$ cat src/rsq_params.svh
// constants of the rolling shutter readout sequencer: offsets, fields, resets, timing
`ifndef RSQ_PARAMS_SVH
`define RSQ_PARAMS_SVH

// ----------------------------------------------------------------
// register byte offsets
// ----------------------------------------------------------------
`define RSQ_OFF_CTRL        8'h00
`define RSQ_OFF_ORIENT      8'h04
`define RSQ_OFF_XSTART      8'h08
`define RSQ_OFF_YSTART      8'h0C
`define RSQ_OFF_XEND        8'h10
`define RSQ_OFF_YEND        8'h14
`define RSQ_OFF_XSIZE       8'h18
`define RSQ_OFF_YSIZE       8'h1C
`define RSQ_OFF_ODDINC      8'h20
`define RSQ_OFF_EXPOSURE    8'h24
`define RSQ_OFF_BAYER       8'h28
`define RSQ_OFF_STATUS      8'h2C

// ----------------------------------------------------------------
// field positions
// ----------------------------------------------------------------
`define RSQ_CTRL_STREAM     0
`define RSQ_CTRL_EMBED      8
`define RSQ_ORIENT_HMIRROR  0
`define RSQ_ORIENT_VFLIP    1
`define RSQ_INC_X_LSB       0
`define RSQ_INC_Y_LSB       4
`define RSQ_STAT_STREAMING  0
`define RSQ_STAT_PRIMED     1
`define RSQ_STAT_FCNT_LSB   16

// ----------------------------------------------------------------
// reset values: 1600 x 1200 active image inside a 4 pixel border
// ----------------------------------------------------------------
`define RSQ_RST_XSTART      11'h004
`define RSQ_RST_YSTART      11'h004
`define RSQ_RST_XEND        11'h643
`define RSQ_RST_YEND        11'h4B3
`define RSQ_RST_XSIZE       11'h640
`define RSQ_RST_YSIZE       11'h4B0
`define RSQ_RST_ODDINC      3'h1
`define RSQ_RST_EXPOSURE    12'h100
`define RSQ_INC_SKIP        3'h3

// ----------------------------------------------------------------
// line and frame timing, in pixel clocks and lines
// ----------------------------------------------------------------
`define RSQ_EMB_LINES       12'h002
`define RSQ_LINE_BLANK      12'h2E1
`define RSQ_FRAME_BLANK     12'h093
`define RSQ_SLOT_RST_CUR    12'h000
`define RSQ_SLOT_RST_NXT    12'h001
`define RSQ_SLOT_READ       12'h002
`define RSQ_SLOT_PIX0       12'h004

`endif

$ cat src/rsq_pkg.sv
// types of the rolling shutter readout sequencer
package rsq_pkg;

  typedef enum logic {
    RSQ_IDLE,
    RSQ_STREAM
  } rsq_mode_t;

  // colour of the first output pixel
  typedef enum logic [1:0] {
    RSQ_GRBG,
    RSQ_RGGB,
    RSQ_BGGR,
    RSQ_GBRG
  } rsq_order_t;

  // geometry and exposure in force for one frame
  typedef struct packed {
    logic [10:0] xs;
    logic [10:0] xe;
    logic [10:0] ys;
    logic [10:0] ye;
    logic [10:0] xo;
    logic [10:0] yo;
    logic        xskip;
    logic        yskip;
    logic        hm;
    logic        vf;
    logic        emb;
    logic [11:0] exp;
    logic [11:0] flen;
    logic [11:0] llen;
  } rsq_cfg_t;

  typedef struct packed {
    rsq_mode_t   mode;
    logic        dp_act;
    logic        dp_wr;
    logic [7:0]  dp_addr;
    logic [31:0] rdata;
    logic        stream_en;
    logic        emb_en;
    logic        hmir;
    logic        vflp;
    logic [10:0] xs;
    logic [10:0] xe;
    logic [10:0] ys;
    logic [10:0] ye;
    logic [10:0] xo;
    logic [10:0] yo;
    logic [2:0]  xinc;
    logic [2:0]  yinc;
    logic [11:0] exp;
    rsq_cfg_t    act;
    rsq_cfg_t    pend;
    logic [11:0] tmr;
    logic [11:0] line;
    logic        primed;
    logic [15:0] fcnt;
    logic [10:0] row;
    logic [10:0] col;
    logic        rst_p;
    logic        rd_p;
    logic        col_req;
    logic        emb_req;
    logic        valid;
    logic        emb_o;
    logic        fs;
    logic        ls;
    logic [9:0]  data;
    rsq_order_t  order;
  } rsq_state_t;

endpackage

$ cat src/rsq_rolling_shutter_readout_sequencer.sv
// rolling shutter readout sequencer with its register slave
//
// Behaviour
// - while streaming, frames follow each other at a constant rate, rolling shutter
// - rows are stepped in turn: each row is reset, then read later
// - reset-to-read interval is exposure, identical for all rows of a frame
// - exposure changes never produce a frame with mixed row exposures
// - array addressing stays within the start and end address window
// - delivered width and height follow the output size registers
// - after reset the window gives a 1600 by 1200 image, no border
// - host may widen window by up to 4 border pixels; they are read
// - embedded enable set gives two embedded lines ahead of image lines
// - horizontal mirror reads each row from end column back to start
// - vertical flip reads rows from end row back to start row
// - bayer order register follows reversal bits, colour of first pixel
// - odd increment 1 or 3 per axis selects subsampling; host uses only those
// - subsampling shortens lines and frames, giving a higher frame rate; here line and frame length follow only output size registers and embedded enable
// - increment 3 reads two adjacent rows or columns, skips next two
//
// Decided for this implementation: the AHB-Lite register port and the register addresses.
`timescale 1ns/10ps
`include "rsq_params.svh"

module rsq_rolling_shutter_readout_sequencer (
  input  wire logic        ref_clk_i,
  input  wire logic        resetn_i,
  input  wire logic        hsel_i,
  input  wire logic [31:0] haddr_i,
  input  wire logic [1:0]  htrans_i,
  input  wire logic        hwrite_i,
  input  wire logic [2:0]  hsize_i,
  input  wire logic [31:0] hwdata_i,
  input  wire logic        hready_i,
  output logic      [31:0] hrdata_o,
  output logic             hreadyout_o,
  output logic             hresp_o,
  output logic      [10:0] arr_row_o,
  output logic             arr_row_rst_o,
  output logic             arr_row_rd_o,
  output logic      [10:0] arr_col_o,
  input  wire logic [9:0]  pix_data_i,
  output logic             pix_valid_o,
  output logic      [9:0]  pix_data_o,
  output logic             emb_line_o,
  output logic             frame_start_o,
  output logic             line_start_o
);

  // ----------------------------------------------------------------
  // reset release
  // ----------------------------------------------------------------
  logic [1:0]          rst_sync;
  logic                rst_n;
  rsq_pkg::rsq_state_t s;
  rsq_pkg::rsq_state_t next_s;

  // two-stage release of the asynchronous reset
  always_ff @(posedge ref_clk_i or negedge resetn_i) begin
    if (!resetn_i) begin
      rst_sync <= 2'h0;
    end else begin
      rst_sync <= {rst_sync[0], 1'b1};
    end
  end
  assign rst_n = rst_sync[1];

  // ----------------------------------------------------------------
  // helpers
  // ----------------------------------------------------------------
  // address of readout index i; msb flags a position inside the window
  function automatic logic [11:0] amap(input logic [10:0] st, input logic [10:0] en,
                                       input logic [11:0] i, input logic skip,
                                       input logic rev);
    logic [11:0] off;
    logic [10:0] a;
    off = skip ? {i[10:1], 1'b0, i[0]} : i;
    a   = rev ? en - off[10:0] : st + off[10:0];
    return {(!off[11] && off[10:0] <= en - st), a};
  endfunction

  function automatic logic [11:0] emb_n(input rsq_pkg::rsq_cfg_t c);
    return c.emb ? `RSQ_EMB_LINES : 12'h000;
  endfunction

  // snapshot of the programmed settings; exposure capped so every row gets its reset
  function automatic rsq_pkg::rsq_cfg_t cfg_load(input rsq_pkg::rsq_state_t r,
                                                input logic [11:0] cap);
    rsq_pkg::rsq_cfg_t c;
    c.xs    = r.xs;
    c.xe    = r.xe;
    c.ys    = r.ys;
    c.ye    = r.ye;
    c.xo    = r.xo;
    c.yo    = r.yo;
    c.xskip = (r.xinc == `RSQ_INC_SKIP);
    c.yskip = (r.yinc == `RSQ_INC_SKIP);
    c.hm    = r.hmir;
    c.vf    = r.vflp;
    c.emb   = r.emb_en;
    c.flen  = emb_n(c) + {1'b0, r.yo} + `RSQ_FRAME_BLANK;
    c.llen  = {1'b0, r.xo} + `RSQ_LINE_BLANK;
    c.exp   = r.exp;
    if (c.exp == 12'h000) begin
      c.exp = 12'h001;
    end
    if (c.exp > cap) begin
      c.exp = cap;
    end
    return c;
  endfunction

  // register read multiplexer
  function automatic logic [31:0] rd_mux(input rsq_pkg::rsq_state_t r, input logic [7:0] a);
    logic [31:0] d;
    d = 32'h0000_0000;
    case (a)
      `RSQ_OFF_CTRL: begin
        d[`RSQ_CTRL_STREAM] = r.stream_en;
        d[`RSQ_CTRL_EMBED]  = r.emb_en;
      end
      `RSQ_OFF_ORIENT: begin
        d[`RSQ_ORIENT_HMIRROR] = r.hmir;
        d[`RSQ_ORIENT_VFLIP]   = r.vflp;
      end
      `RSQ_OFF_XSTART:   d[10:0] = r.xs;
      `RSQ_OFF_YSTART:   d[10:0] = r.ys;
      `RSQ_OFF_XEND:     d[10:0] = r.xe;
      `RSQ_OFF_YEND:     d[10:0] = r.ye;
      `RSQ_OFF_XSIZE:    d[10:0] = r.xo;
      `RSQ_OFF_YSIZE:    d[10:0] = r.yo;
      `RSQ_OFF_ODDINC: begin
        d[`RSQ_INC_X_LSB +: 3] = r.xinc;
        d[`RSQ_INC_Y_LSB +: 3] = r.yinc;
      end
      `RSQ_OFF_EXPOSURE: d[11:0] = r.exp;
      `RSQ_OFF_BAYER:    d[1:0]  = r.order;
      `RSQ_OFF_STATUS: begin
        d[`RSQ_STAT_STREAMING]      = (r.mode == rsq_pkg::RSQ_STREAM);
        d[`RSQ_STAT_PRIMED]         = r.primed;
        d[`RSQ_STAT_FCNT_LSB +: 16] = r.fcnt;
      end
      default: d = 32'h0000_0000; // unmapped reads as zero
    endcase
    return d;
  endfunction

  // ----------------------------------------------------------------
  // next state
  // ----------------------------------------------------------------
  logic signed [13:0] idx;
  logic        [11:0] hit;
  logic        [11:0] row0;
  logic        [11:0] col0;
  rsq_pkg::rsq_cfg_t  c0;

  // bus slave, registers and readout sequencer
  always_comb begin
    next_s         = s;
    idx            = 14'sh0000;
    hit            = 12'h000;
    c0             = s.act;
    next_s.rst_p   = 1'b0;
    next_s.rd_p    = 1'b0;
    next_s.col_req = 1'b0;
    next_s.emb_req = 1'b0;
    next_s.fs      = 1'b0;
    next_s.ls      = 1'b0;

    // address phase: capture, prepare read data for the data phase
    if (hready_i) begin
      next_s.dp_act = hsel_i && htrans_i[1];
      next_s.dp_wr  = hwrite_i;
      next_s.dp_addr = haddr_i[7:0];
      if (hsel_i && htrans_i[1] && !hwrite_i) begin
        next_s.rdata = rd_mux(s, haddr_i[7:0]);
      end
    end

    // data phase write
    if (s.dp_act && s.dp_wr) begin
      case (s.dp_addr)
        `RSQ_OFF_CTRL: begin
          next_s.stream_en = hwdata_i[`RSQ_CTRL_STREAM];
          next_s.emb_en    = hwdata_i[`RSQ_CTRL_EMBED];
        end
        `RSQ_OFF_ORIENT: begin
          next_s.hmir = hwdata_i[`RSQ_ORIENT_HMIRROR];
          next_s.vflp = hwdata_i[`RSQ_ORIENT_VFLIP];
        end
        `RSQ_OFF_XSTART:   next_s.xs = hwdata_i[10:0];
        `RSQ_OFF_YSTART:   next_s.ys = hwdata_i[10:0];
        `RSQ_OFF_XEND:     next_s.xe = hwdata_i[10:0];
        `RSQ_OFF_YEND:     next_s.ye = hwdata_i[10:0];
        `RSQ_OFF_XSIZE:    next_s.xo = hwdata_i[10:0];
        `RSQ_OFF_YSIZE:    next_s.yo = hwdata_i[10:0];
        `RSQ_OFF_ODDINC: begin
          next_s.xinc = hwdata_i[`RSQ_INC_X_LSB +: 3];
          next_s.yinc = hwdata_i[`RSQ_INC_Y_LSB +: 3];
        end
        `RSQ_OFF_EXPOSURE: next_s.exp = hwdata_i[11:0];
        default: ; // read-only and unmapped writes ignored
      endcase
    end

    // bayer order of the first pixel from programmed window and reversal
    row0 = amap(s.ys, s.ye, 12'h000, 1'b0, s.vflp);
    col0 = amap(s.xs, s.xe, 12'h000, 1'b0, s.hmir);
    next_s.order = rsq_pkg::rsq_order_t'({row0[0], col0[0]});

    // pixel pipeline: array data is taken in the same cycle as its column address
    next_s.valid = (s.col_req || s.emb_req) && s.primed;
    next_s.emb_o = s.emb_req && s.primed; // no embedded flag on the unprimed frame
    if (s.col_req) begin
      next_s.data = pix_data_i;
    end else if (s.emb_req) begin
      next_s.data = (s.col == 11'h000) ? s.fcnt[9:0] :
                    (s.col == 11'h001) ? s.act.exp[9:0] : 10'h000;
    end

    unique case (s.mode)
      rsq_pkg::RSQ_IDLE: begin
        if (s.stream_en) begin
          c0 = cfg_load(s, 12'hFFF);
          next_s.act    = cfg_load(s, c0.flen);
          next_s.pend   = cfg_load(s, c0.flen);
          next_s.tmr    = 12'h000;
          next_s.line   = 12'h000;
          next_s.primed = 1'b0;
          next_s.mode   = rsq_pkg::RSQ_STREAM;
        end
      end
      rsq_pkg::RSQ_STREAM: begin
        // line and frame timebase, fixed for the frame
        if (s.tmr == s.act.llen - 12'h001) begin
          next_s.tmr = 12'h000;
          if (s.line == s.act.flen - 12'h001) begin
            next_s.line   = 12'h000;
            next_s.act    = s.pend;
            next_s.pend   = cfg_load(s, s.pend.flen);
            next_s.fcnt   = s.fcnt + 16'h0001;
            next_s.primed = 1'b1; // first frame had partial exposure
            if (!s.stream_en) begin
              next_s.mode = rsq_pkg::RSQ_IDLE;
            end
          end else begin
            next_s.line = s.line + 12'h001;
          end
        end else begin
          next_s.tmr = s.tmr + 12'h001;
        end

        if (s.line == 12'h000 && s.tmr == 12'h000) begin
          next_s.fs = s.primed;
        end

        // reset of a row of this frame, exposure lines ahead of its read
        if (s.tmr == `RSQ_SLOT_RST_CUR) begin
          idx = $signed({2'b00, s.line}) + $signed({2'b00, s.act.exp})
                - $signed({2'b00, emb_n(s.act)});
          if (idx >= 14'sh0000 && idx < $signed({3'b000, s.act.yo})) begin
            hit = amap(s.act.ys, s.act.ye, idx[11:0], s.act.yskip, s.act.vf);
            next_s.row   = hit[10:0];
            next_s.rst_p = hit[11];
          end
        end

        // reset of a row of the next frame, under the next frame's settings
        if (s.tmr == `RSQ_SLOT_RST_NXT) begin
          idx = $signed({2'b00, s.line}) + $signed({2'b00, s.pend.exp})
                - $signed({2'b00, emb_n(s.pend)}) - $signed({2'b00, s.act.flen});
          if (idx >= 14'sh0000 && idx < $signed({3'b000, s.pend.yo})) begin
            hit = amap(s.pend.ys, s.pend.ye, idx[11:0], s.pend.yskip, s.pend.vf);
            next_s.row   = hit[10:0];
            next_s.rst_p = hit[11];
          end
        end

        // row read, after embedded lines
        if (s.tmr == `RSQ_SLOT_READ && s.line >= emb_n(s.act)
            && s.line - emb_n(s.act) < {1'b0, s.act.yo}) begin
          hit = amap(s.act.ys, s.act.ye, s.line - emb_n(s.act), s.act.yskip, s.act.vf);
          next_s.row  = hit[10:0];
          next_s.rd_p = hit[11];
          next_s.ls   = s.primed;
        end else if (s.tmr == `RSQ_SLOT_READ && s.line < emb_n(s.act)) begin
          next_s.ls = s.primed;
        end

        // column stepping over the output width
        if (s.tmr >= `RSQ_SLOT_PIX0 && s.tmr - `RSQ_SLOT_PIX0 < {1'b0, s.act.xo}) begin
          if (s.line < emb_n(s.act)) begin
            next_s.col     = 11'(s.tmr - `RSQ_SLOT_PIX0);
            next_s.emb_req = 1'b1;
          end else if (s.line - emb_n(s.act) < {1'b0, s.act.yo}) begin
            hit = amap(s.act.xs, s.act.xe, s.tmr - `RSQ_SLOT_PIX0, s.act.xskip, s.act.hm);
            next_s.col     = hit[10:0];
            next_s.col_req = hit[11];
          end
        end
      end
    endcase
  end

  // ----------------------------------------------------------------
  // state register
  // ----------------------------------------------------------------
  // all state, reset to the default full-resolution window
  always_ff @(posedge ref_clk_i or negedge rst_n) begin
    if (!rst_n) begin
      s           <= '0;
      s.mode      <= rsq_pkg::RSQ_IDLE;
      s.xs        <= `RSQ_RST_XSTART;
      s.ys        <= `RSQ_RST_YSTART;
      s.xe        <= `RSQ_RST_XEND;
      s.ye        <= `RSQ_RST_YEND;
      s.xo        <= `RSQ_RST_XSIZE;
      s.yo        <= `RSQ_RST_YSIZE;
      s.xinc      <= `RSQ_RST_ODDINC;
      s.yinc      <= `RSQ_RST_ODDINC;
      s.exp       <= `RSQ_RST_EXPOSURE;
      s.order     <= rsq_pkg::RSQ_GRBG;
    end else begin
      s <= next_s;
    end
  end

  // ----------------------------------------------------------------
  // outputs
  // ----------------------------------------------------------------
  // zero-wait slave, always okay
  assign hreadyout_o   = 1'b1;
  assign hresp_o       = 1'b0;
  assign hrdata_o      = s.rdata;
  assign arr_row_o     = s.row;
  assign arr_row_rst_o = s.rst_p;
  assign arr_row_rd_o  = s.rd_p;
  assign arr_col_o     = s.col;
  assign pix_valid_o   = s.valid;
  assign pix_data_o    = s.data;
  assign emb_line_o    = s.emb_o;
  assign frame_start_o = s.fs;
  assign line_start_o  = s.ls;

endmodule

$ cat config.mk
export PLATFORM = sky130hd
export DESIGN_NAME = rsq_rolling_shutter_readout_sequencer
export DESIGN_NICKNAME = d
export VERILOG_FILES = /design/src/rsq_pkg.sv /design/src/rsq_rolling_shutter_readout_sequencer.sv
export VERILOG_INCLUDE_DIRS = /design/src
export SDC_FILE = /design/constraint.sdc
export NUM_CORES = 1
export LEC_CHECK = 0
export BUFFER_PORTS_ARGS = -buffer_cell sky130_fd_sc_hd__buf_2
export CAP_MARGIN = 20
export CORE_AREA = 5 5 269 271
export CTS_CLUSTER_DIAMETER = 200
export DETAILED_ROUTE_END_ITERATION = 10
export DIE_AREA = 0 0 274 276
export SETUP_SLACK_MARGIN = 0.05
export SYNTH_ARGS = -nofsm -noshare
export SYNTH_HDL_FRONTEND = slang
export SYNTH_SLANG_ARGS = --single-unit
$ cat constraint.sdc
create_clock -name ref_clk_i -period 34.2 [get_ports ref_clk_i]
set_input_delay 3.42 -clock ref_clk_i [delete_from_list [all_inputs] [get_ports ref_clk_i]]
set_output_delay 3.42 -clock ref_clk_i [all_outputs]
set_load 0.01 [all_outputs]
== Yosys cells after proc, flatten, opt, wreduce, memory -nomap -nowiden ==
Index checks and enable logic that the tools add are counted.
Widths: inputs -> output; s select.

* Flip-flop bits (word level): 426
* Input port bits: 84
* Output and inout bits: 72
* Word-level logic and storage cells: 248

* Add/subtract/negate cells: 26
* Magnitude comparators: 15
* Equal/unequal tests: 30
* Mux-type cells: 68
* Bitwise logic cells: 1
* Reduce and logical (&&, ||, !) cells: 45

{| class="wikitable"
|+ Operators by type and width
! kind !! count
|-
| $pmux 239 s2 || 1
|-
| $mux 214 || 2
|-
| $mux 239 || 1
|-
| $mux 12 || 14
|-
| $mux 11 || 11
|-
| $sub 11x11->11 || 7
|-
| $eq 8x5->1 const B || 8
|-
| $eq 8x6->1 const B || 6
|-
| $add 11x11->11 || 4
|-
| $le 11x11->1 || 4
|-
| $mux 10 || 4
|-
| $logic_not 12->1 || 3
|-
| $eq 8x4->1 const B || 4
|-
| $mux 29 || 1
|-
| $ge 14x1->1 const B || 2
|-
| $lt 14x12->1 || 2
|-
| $add 12x12->13 || 2
|-
| $add 12x1->12 const B || 2
|-
| $eq 12x12->1 || 2
|-
| $gt 12x12->1 || 2
|-
| $lt 12x11->1 || 2
|-
| $pmux 3 s8 || 1
|-
| $reduce_and 2->1 || 12
|-
| $sub 12x1->12 const B || 2
|-
| 38 further kinds || 86
|}

== Logic depth before layout (Yosys ltp) ==
Gate-level depths: netlist (run 1).

* Depth after elaboration: 10
* Mapped depth: 24
* Mapped depth without buffers: 24

== Least setup slack after synthesis (run 1) ==
OpenSTA, ideal clock, no wires.

* Path type: reg-to-reg
* Start point: register s[59] (netlist bit)
* End point: register s (netlist bit arr_row_o[9])
* Library setup time: 0.094 ns
* Data arrival time: 4.970 ns
* Required time: 34.106 ns
* Path slack: 29.136 ns
* Stages on the path, launching flop included: 24
* Path buffers: 0
* Period minus slack after synthesis: 5.064 ns
* Cells stage by stage: dfrtp_1 > inv_1 > ha_1 > fa_1 > inv_1 > ha_1 > inv_1 > fa_1 > nor2b_1 > o21a_1 > nor2_1 > xnor2_1 > mux2_2 > inv_1 > ha_1 > o21ai_0 > a21oi_1 > o41ai_1 > or4b_2 > o211ai_1 > xnor2_1 > a21oi_1 > mux2_2 > a211oi_1

* Cells in the longest elaborated chain, start to end: 10
* Elaborated cells between the ends (all ways): 33
* Those cells by class: 12 x add/sub; 6 x order compare; 11 x mux; 4 x reduce/logical

{| class="wikitable"
|+ Ends and longest elaborated chain
! what !! line !! RTL
|-
| from (decl) || rsq_rolling_shutter_readout_sequencer.sv:54 || <nowiki>rsq_pkg::rsq_state_t s;</nowiki>
|-
| from (signal assigned) || rsq_rolling_shutter_readout_sequencer.sv:323 || <nowiki>s <= next_s;</nowiki>
|-
| branches (longest 9 deep; another with $sub 13x2->14) || n/a ||
|-
| $mux 11 (*) || rsq_rolling_shutter_readout_sequencer.sv:279 || <nowiki>if (s.tmr == `RSQ_SLOT_READ && s.line >= emb_n(s.act)</nowiki>
|}

Every way passes the cells marked *.
A chain may end at the register's enable or synchronous reset.

==> flow_summary.toml, run 1 <==
[clock_network]
clk_latency_ns = 0.62
ctsResizeCount = 0
clock-root-buffer = "clkbuf_16"
cts_setup_buffers = 0
ctsHoldBuffers = 0
h-tree-depth = 2
cts_tree = "done"
clkTransAtPathRegs_ns = 0.06
cts.path.max_buffers = 3
cts.sinks = 426
numCtsBuffers = 49

[grt]
grt_max_degree = 215
gr-usage-met1_pct = 34.1
grt_use_met2_pct = 32.8
grt_pass1_vias = 22700
grt-ovfl-total = 0
top_usage_layer = "met1"
antenna_found_initial = 5
use_met3_pct = 3.39
grt_pass1_wl_um = 134000
grt.total_usage_pct = 22.3

[cells_and_area]
fin_area_um2 = 33300
fill_cells = 6688
final_nets = 3686
area_growth_pct = 7.85
drive_above_1_share_pct = 13.9
final_util_pct = 47.9
final_cell_count_no_fill = 4272

[drt]
drc = 0
ant_nets = 0
drtIter0Drc = 1979
wl_per_cell_um = 20.1
vias = 23700
wl_um = 86000
drt_pass1_iterations = 6
viasPerCell = 5.55

[logic_synthesis]
async_flop_share_pct = 100
synth_area_um2 = 30900
ys_seq_area_share_pct = 34.6
synthTopCellsByArea = "dfrtp_1 33%, ha_1 12%, mux2_2 7.1%"
netlist_instances = 3330
synth_cell_types = 85
yosys.area.top_type = "dfrtp_1"
synth.most_common_cell = "dfrtp_1"
synth_edf_count = 0
yosys_warnings = 0
synth_top_area_share_pct = 32.6
syn_avg_cell_area_um2 = 9.28
ys_seq_elements = 426
synth_commonest_cells = "403 x dfrtp_1, 293 x o21ai_0, 285 x ha_1"
synthFlopType = "dfrtp_1"

[place]
routabilityCongestion = 0.929
io_buffers = 101
placed_area_um2 = 31700
dpl.hpwl_um = 65600
dp_cells = 4179

[worst_hold_path]
min_delay_worst_endpoint = "rst_sync[1]"
hold_start = "rst_sync[0]"
holdPathStages = 0
hp-class = "flop to flop"

[die]
rows = 97
initial_core_util_pct = 44.4
fp.dieArea_um2 = 75600
die_y_um = 276
die_w_um = 274
core_area_um2 = 69500
io_pins = 156

[timing]
hold_viol = 0
maxSlewViolCount = 0
final.setup.tns_ns = 0
rsz0062_at_grt = "false"
finalSetupViolations = 0
slew-limit-headroom_pct = 19.0
clock.fmax_ghz = 0.160
timing.final.crit_share_pct = 18.3
max_slew.worst_pin.slew_ns = 1.18
skew_ns = 0.0421
period_needed_ns = 6.27

[setup_path]
r2r_setup_slack_ns = 27.93
crit_arrival_ns = 6.76
critPathLaunchType = "flop"
cp-startpoint = "s[59]"
crit_type = "flop to flop"
timing.rr.start = "s[59]"
cp.required_ns = 34.69
cp_max_fo = 23
end_kind = "flop"
worst_r2r_path_depth = 22
r2r-end = "arr_row_rst_o"

[job]
drv_cap = 0

[status]
outcome = "completed"
-- metrics by stage --
stage	setup slack, ns	hold slack, ns
CTS	27.92	0.350
detailed placement	27.92	0.337
finish	27.93	0.350
floorplan	21.49	0.331
global route	27.67	0.355
global placement	27.89	0.335
-- cells by family (layout without fill, tap and decap cells) --
logic type / after synthesis / in the layout / share of synthesized area (%)
AO/OA/AOI/OAI: 800 / 800 / 16.4
XOR/XNOR: 185 / 185 / 5.24
adder cells (fa/ha/maj): 311 / 311 / 13.2
buffers and inverters: 502 / 497 / 7.17
flip-flops: 426 / 426 / 34.6
multiplexers: 316 / 316 / 11.3
other: 2 / 9 / 0.0243
AND/OR/NAND/NOR: 788 / 788 / 12.1
-- sequential cells by signal, indices dropped and copies added, names as in the netlist --
signal,count
pix_valid_o,1
arr_col_o,11
pix_data_o,10
rst_sync,2
hrdata_o,28
s,358
arr_row_rst_o,1
line_start_o,1
frame_start_o,1
arr_row_o,11
arr_row_rd_o,1
emb_line_o,1
-- area by class of cell --
| class | instances | area (um2) | share of cell area [%] |
|---|---|---|---|
| Timing Repair Buffer | 127 | 713 | 2.14 |
| Antenna cell | 2 | 5.00 | 0.0150 |
| Sequential cell | 426 | 10700 | 32.1 |
| Tap cell | 940 | 1180 | 3.53 |
| Inverter | 280 | 1050 | 3.15 |
| Multi-Input combinational cell | 2407 | 18000 | 54.1 |
| Clock buffer | 71 | 1380 | 4.14 |
| Clock inverter | 19 | 267 | 0.800 |
-- how the worst max path moves through the flow --
stage          depth (start not counted)             to
5_1_grt                               22  arr_row_rst_o
2_1_floorplan                          0   arr_col_o[0]
3_5_place_dp                          22  arr_row_rst_o
4_1_cts                               22  arr_row_rst_o
6_report                              22  arr_row_rst_o
3_3_place_gp                          22  arr_row_rst_o
-- layer usage --
metal | wire [um] | part of all wire (%) | vias to the layer above
met5 | 46 | 0.053 | -
met4 | 2360 | 2.7 | 6
met3 | 5290 | 6.1 | 127
met2 | 36300 | 42 | 634
met1 | 42000 | 49 | 11300
li1 | - | - | 11600
-- critical path, stage by stage, from the launching register on --
cell and delay, ns:
dfrtp_1 0.35, buf_4 0.19, inv_1 0.23, ha_1 0.32, fa_1 0.45, inv_1 0.07, ha_1 0.18, inv_1 0.06
fa_1 0.40, nor2b_1 0.18, o2111ai_1 0.15, and4b_1 0.25, o31ai_1 0.42, nor2_1 0.10, xnor2_1 0.23, ha_1 0.23
nor4b_1 0.62, and4b_1 0.39, o311ai_0 0.18, nor3_2 0.18, buf_4 0.32, a2111oi_0 0.22, o221a_2 0.45
-- placed cells by master (no fill, tap or decap), types with 61 or more instances in the layout --
master / netlist / routed
xor2_1: 62 / 62
nand2_1: 284 / 284
ha_1: 285 / 285
dfrtp_1: 403 / 401
nor2_1: 179 / 179
a21oi_1: 151 / 151
buf_2: 17 / 101
xnor2_1: 123 / 123
mux2i_1: 106 / 106
inv_1: 280 / 280
a21o_1: 62 / 61
mux2_2: 195 / 195
o21ai_0: 293 / 292
Power of run 1 is not shown: default switching activity piles up to over one toggle a cycle in this logic, so the estimate is an artifact.
==> run 2, diff against run 1 <==
clock period = 6.1 ns   (was 34.2 ns; I/O delays follow)
==> flow_summary.toml, run 2 (same netlist as run 1, synthesis figures left out) <==
[status]
outcome = "completed"

[timing]
max_slew.worst_pin.slew_ns = 0.965
finalSetupViolations = 0
hold_viol = 0
period_needed_ns = 5.61
maxSlewViolCount = 0
clock.fmax_ghz = 0.178
rsz0062_at_grt = "false"
skew_ns = 0.0245
timing.final.crit_share_pct = 92.0
slew-limit-headroom_pct = 35.7
final.setup.tns_ns = 0

[clock_network]
cts_setup_buffers = 0
cts.sinks = 426
cts.path.max_buffers = 3
h-tree-depth = 2
clk_latency_ns = 0.61
cts_tree = "done"
clock-root-buffer = "clkbuf_16"
clkTransAtPathRegs_ns = 0.07
numCtsBuffers = 49

[drt]
vias = 23700
viasPerCell = 5.52
wl_um = 85400
drc = 0
drt_pass1_iterations = 9
drtIter0Drc = 2008
ant_nets = 0
wl_per_cell_um = 19.9

[setup_path]
crit_type = "flop to flop"
worst_r2r_path_depth = 23
slowest_delay_ns = 0.64
r2r_setup_slack_ns = 0.49
timing.rr.start = "s[59]"
crit_arrival_ns = 6.14
cp.required_ns = 6.63
worstPathCellList = "inv_1 > ha_1 > fa_1 > inv_1 > ha_1 > inv_1 > fa_1 > nor2b_1 > o21a_1 > nor2_1 > xnor2_1 > mux2_2 > inv_1 > ha_1 > o21ai_0 > a21oi_1 > o41ai_1 > or4b_2 > o211ai_1 > xnor2_1 > a21oi_1 > mux2_2 > a211oi_1"
cp_max_fo = 4
crit_path_frequent_cell = "inv_1"
end_kind = "flop"
crit_slowest_cell = "or4b_2"
r2r-end = "arr_row_o[9]"
critPathLaunchType = "flop"

[job]
drv_cap = 0

[cells_and_area]
regMostFlops = "s"
largest_reg_flops = 358
final_nets = 3692
drive_above_1_share_pct = 14.2
layout_common_cells = "401 x dfrtp_1, 292 x o21ai_0, 285 x ha_1, 284 x nand2_1, 280 x inv_1"
fin_area_um2 = 33400
final_common_cell = "dfrtp_1"
area_growth_pct = 8.18

[die]
rows = 97
fp.dieArea_um2 = 75600
core_area_um2 = 69500
initial_core_util_pct = 44.4
die_w_um = 274
die_y_um = 276
io_pins = 156

[worst_hold_path]
min_delay_worst_endpoint = "pix_data_o[5]"
hp-class = "input port to flop"
hold_start = "pix_data_i[5]"
holdPathStages = 2

[grt]
grt_pass1_vias = 22600
grt_max_degree = 130
antenna_found_initial = 8
grt_pass1_wl_um = 133000
grt.total_usage_pct = 22.2
grt-ovfl-total = 0

[place]
routabilityCongestion = 0.921
dpl.hpwl_um = 65800
io_buffers = 101
placed_area_um2 = 31800
run 2: worst max path at each step:
stage,from,end,depth (start not counted)
after detailed placement,s[59],arr_row_o[9],23
final,s[59],arr_row_o[9],23
after CTS,s[59],arr_row_o[9],23
after floorplan,s[59],arr_row_o[9],23
after global routing,s[59],arr_row_o[9],23
after global placement,s[59],arr_row_o[9],23
run 2: worst max-delay path, delay by kind of cell (launching register included):
kind / cells / cell delay, ns
AO/OA/AOI/OAI: 7 / 1.34
XOR/XNOR: 2 / 0.47
adder cells (fa/ha/maj): 5 / 1.59
buffers and inverters: 4 / 0.33
flip-flops: 1 / 0.38
multiplexers: 2 / 0.58
AND/OR/NAND/NOR: 3 / 0.87
run 2: cell type report:
cell class	count	area [um2]
sequential	426	10700
tap	940	1180
multi-input combinational	2407	18000
inverter	280	1050
clock inverter	21	225
fill	6611	36100
timing repair buffer	133	811
antenna	5	12.5
clock buffer	71	1420
run 2: metal layers:
| layer | GRT usage (%) | share of wire (%) |
|---|---|---|
| met5 | 0 | 0.064 |
| met3 | 4.02 | 6.0 |
| met2 | 33.4 | 43 |
| met4 | 4.93 | 2.2 |
| met1 | 33.3 | 49 |
run 2: per-stage QoR:
step / setup WS [ns] / hold WS [ns] / util [%] / cells
2_1_floorplan: 1.04 / 0.314 / - / 3335
3_3_place_gp: 0.605 / 0.332 / 45.7 / 4185
3_5_place_dp: 0.533 / 0.336 / 45.7 / 4185
4_1_cts: 0.489 / 0.189 / 48.1 / 4278
5_1_grt: 0.149 / 0.208 / 48.1 / 4278
6_report: 0.488 / 0.229 / 48.1 / 4283
run 2: repair_timing:
item,in CTS,in global routing
endpoints found under the hold margin,2,0
hold buffers,1,0
gates resized for setup,0,0
Power of run 2 is left out for the same reason.
==> run 3, diff against run 2 <==
MAX_ROUTING_LAYER = met4   (was default)
==> flow_summary.toml, run 3 (same netlist as run 1, synthesis figures left out) <==
[die]
fp.dieArea_um2 = 75600
rows = 97
core_area_um2 = 69500
die_y_um = 276
initial_core_util_pct = 44.4
io_pins = 156
die_w_um = 274

[cells_and_area]
regMostFlops = "s"
area_growth_pct = 8.29
final_nets = 3692
fill_cells = 6592
drive_above_1_share_pct = 14.2
largest_reg_flops = 358
layout_common_cells = "401 x dfrtp_1, 292 x o21ai_0, 285 x ha_1, 284 x nand2_1, 280 x inv_1"
final_common_cell = "dfrtp_1"

[drt]
drtIter0Drc = 1863
vias = 23700
wl_per_cell_um = 20.1
wl_um = 85900
ant_nets = 0
drt_pass1_iterations = 8
drc = 0
viasPerCell = 5.54

[clock_network]
cts.path.max_buffers = 3
cts_tree = "done"
clkTransAtPathRegs_ns = 0.07
cts.sinks = 426
cts_setup_buffers = 0
h-tree-depth = 2
numCtsBuffers = 50
clk_latency_ns = 0.63
clock-root-buffer = "clkbuf_16"

[grt]
grt_max_degree = 147
grt-ovfl-total = 0
antenna_found_initial = 4
grt_pass1_wl_um = 135000
grt.total_usage_pct = 23.1
grt_pass1_vias = 23100

[timing]
maxSlewViolCount = 0
clock.fmax_ghz = 0.182
finalSetupViolations = 0
rsz0062_at_grt = "false"
final.setup.tns_ns = 0
period_needed_ns = 5.50
timing.final.crit_share_pct = 90.2
max_slew.worst_pin.slew_ns = 1.03
slew-limit-headroom_pct = 31.5
hold_viol = 0
skew_ns = 0.0432

[worst_hold_path]
holdPathStages = 2
hp-class = "input port to flop"
min_delay_worst_endpoint = "pix_data_o[9]"
hold_start = "pix_data_i[9]"

[setup_path]
cp_max_fo = 23
worst_r2r_path_depth = 21
r2r-end = "arr_row_o[9]"
crit_type = "flop to flop"
cpLargestDelayFamily = "adder cells"
critPathLaunchType = "flop"
cp.required_ns = 6.61
crit_arrival_ns = 6.01
worstPathCellList = "inv_1 > ha_1 > fa_1 > inv_1 > ha_1 > inv_1 > fa_1 > nor2b_1 > o2111ai_1 > and4b_1 > o31ai_1 > nor2_1 > xnor2_1 > ha_1 > nor4b_1 > and4b_1 > o311ai_0 > nor3_2 > buf_4 > mux2_2 > a211oi_1"
cp-startpoint = "s[59]"
end_kind = "flop"
slowest_delay_ns = 0.44
cp_num_buf_inv = 4
r2r_setup_slack_ns = 0.60
timing.rr.start = "s[59]"
crit_slowest_cell = "fa_1"

[place]
io_buffers = 101
routabilityCongestion = 0.921
dpl.hpwl_um = 66100

[status]
outcome = "completed"

[job]
drv_cap = 0
## run 3: changes by cell type in the layout (fill, tap and decap cells not counted)
cell and delta:
inv_6 +1, clkbuf_16 +1, clkbuf_1 +1, inv_16 -1, buf_4 -1, o41ai_2 +1
clkinv_4 -2, clkinv_8 +1, clkinv_2 -1, bufinv_16 +2, diode_2 -1, clkinvlp_4 -1
o41ai_1 -1, clkbuf_8 -2
## run 3: worst register-to-register path: stages (launching register included)
cell and delay (ns):
dfrtp_1 0.38, inv_1 0.15, ha_1 0.29, fa_1 0.44
inv_1 0.07, ha_1 0.18, inv_1 0.06, fa_1 0.40
nor2b_1 0.17, o2111ai_1 0.15, and4b_1 0.27, o31ai_1 0.43
nor2_1 0.10, xnor2_1 0.22, ha_1 0.25, nor4b_1 0.32
and4b_1 0.24, o311ai_0 0.15, nor3_2 0.19, buf_4 0.33
mux2_2 0.40, a211oi_1 0.24
## run 3: final cells by class
cell class	count	area, um2	share of cell area [%]
Sequential cell	426	10700	32.0
Antenna cell	4	10.0	0.0299
Timing Repair Buffer	132	803	2.40
Clock buffer	71	1420	4.24
Multi-Input combinational cell	2407	18000	53.9
Clock inverter	20	260	0.778
Tap cell	940	1180	3.51
Inverter	280	1050	3.14
## run 3: repair_timing
action                                  in CTS  in global routing
resized for setup                            0                  1
endpoints found under the setup margin       0                  1
hold buffers                                 1                  0
hold endpoints to repair                     2                  0
## run 3: layer usage
layer | track usage [%] | vias to the layer above | part of all wire (%)
met5 | - | - | 0
met4 | 4.42 | 0 | 1.9
met3 | 3.03 | 104 | 5.2
met2 | 34.4 | 562 | 43
met1 | 34.1 | 11400 | 49
li1 | - | 11600 | -
## run 3: metrics by stage
stage                     std cells  hold slack (ns)  util (%)  cell area (um2)  setup WS, ns
after detailed placement       4184            0.341      45.7            31800         0.562
after global routing           4280            0.199      48.1            33500         0.214
after CTS                      4276            0.180      48.1            33400         0.471
final                          4280            0.219      48.1            33500         0.598
after global placement         4184            0.334      45.7            31800         0.575
after floorplan                3335            0.314         -            30900          1.04
## run 3: worst max-delay path by stage
| stage | to | slack [ns] | cells after the start |
|---|---|---|---|
| after floorplan | arr_row_o[9] | 1.04 | 23 |
| after global placement | arr_row_o[9] | 0.57 | 22 |
| after detailed placement | arr_row_o[9] | 0.56 | 23 |
| after CTS | arr_row_o[9] | 0.47 | 23 |
| after global routing | arr_row_o[9] | 0.21 | 23 |
| final | arr_row_o[9] | 0.60 | 21 |
Power of run 3 is left out for the same reason.
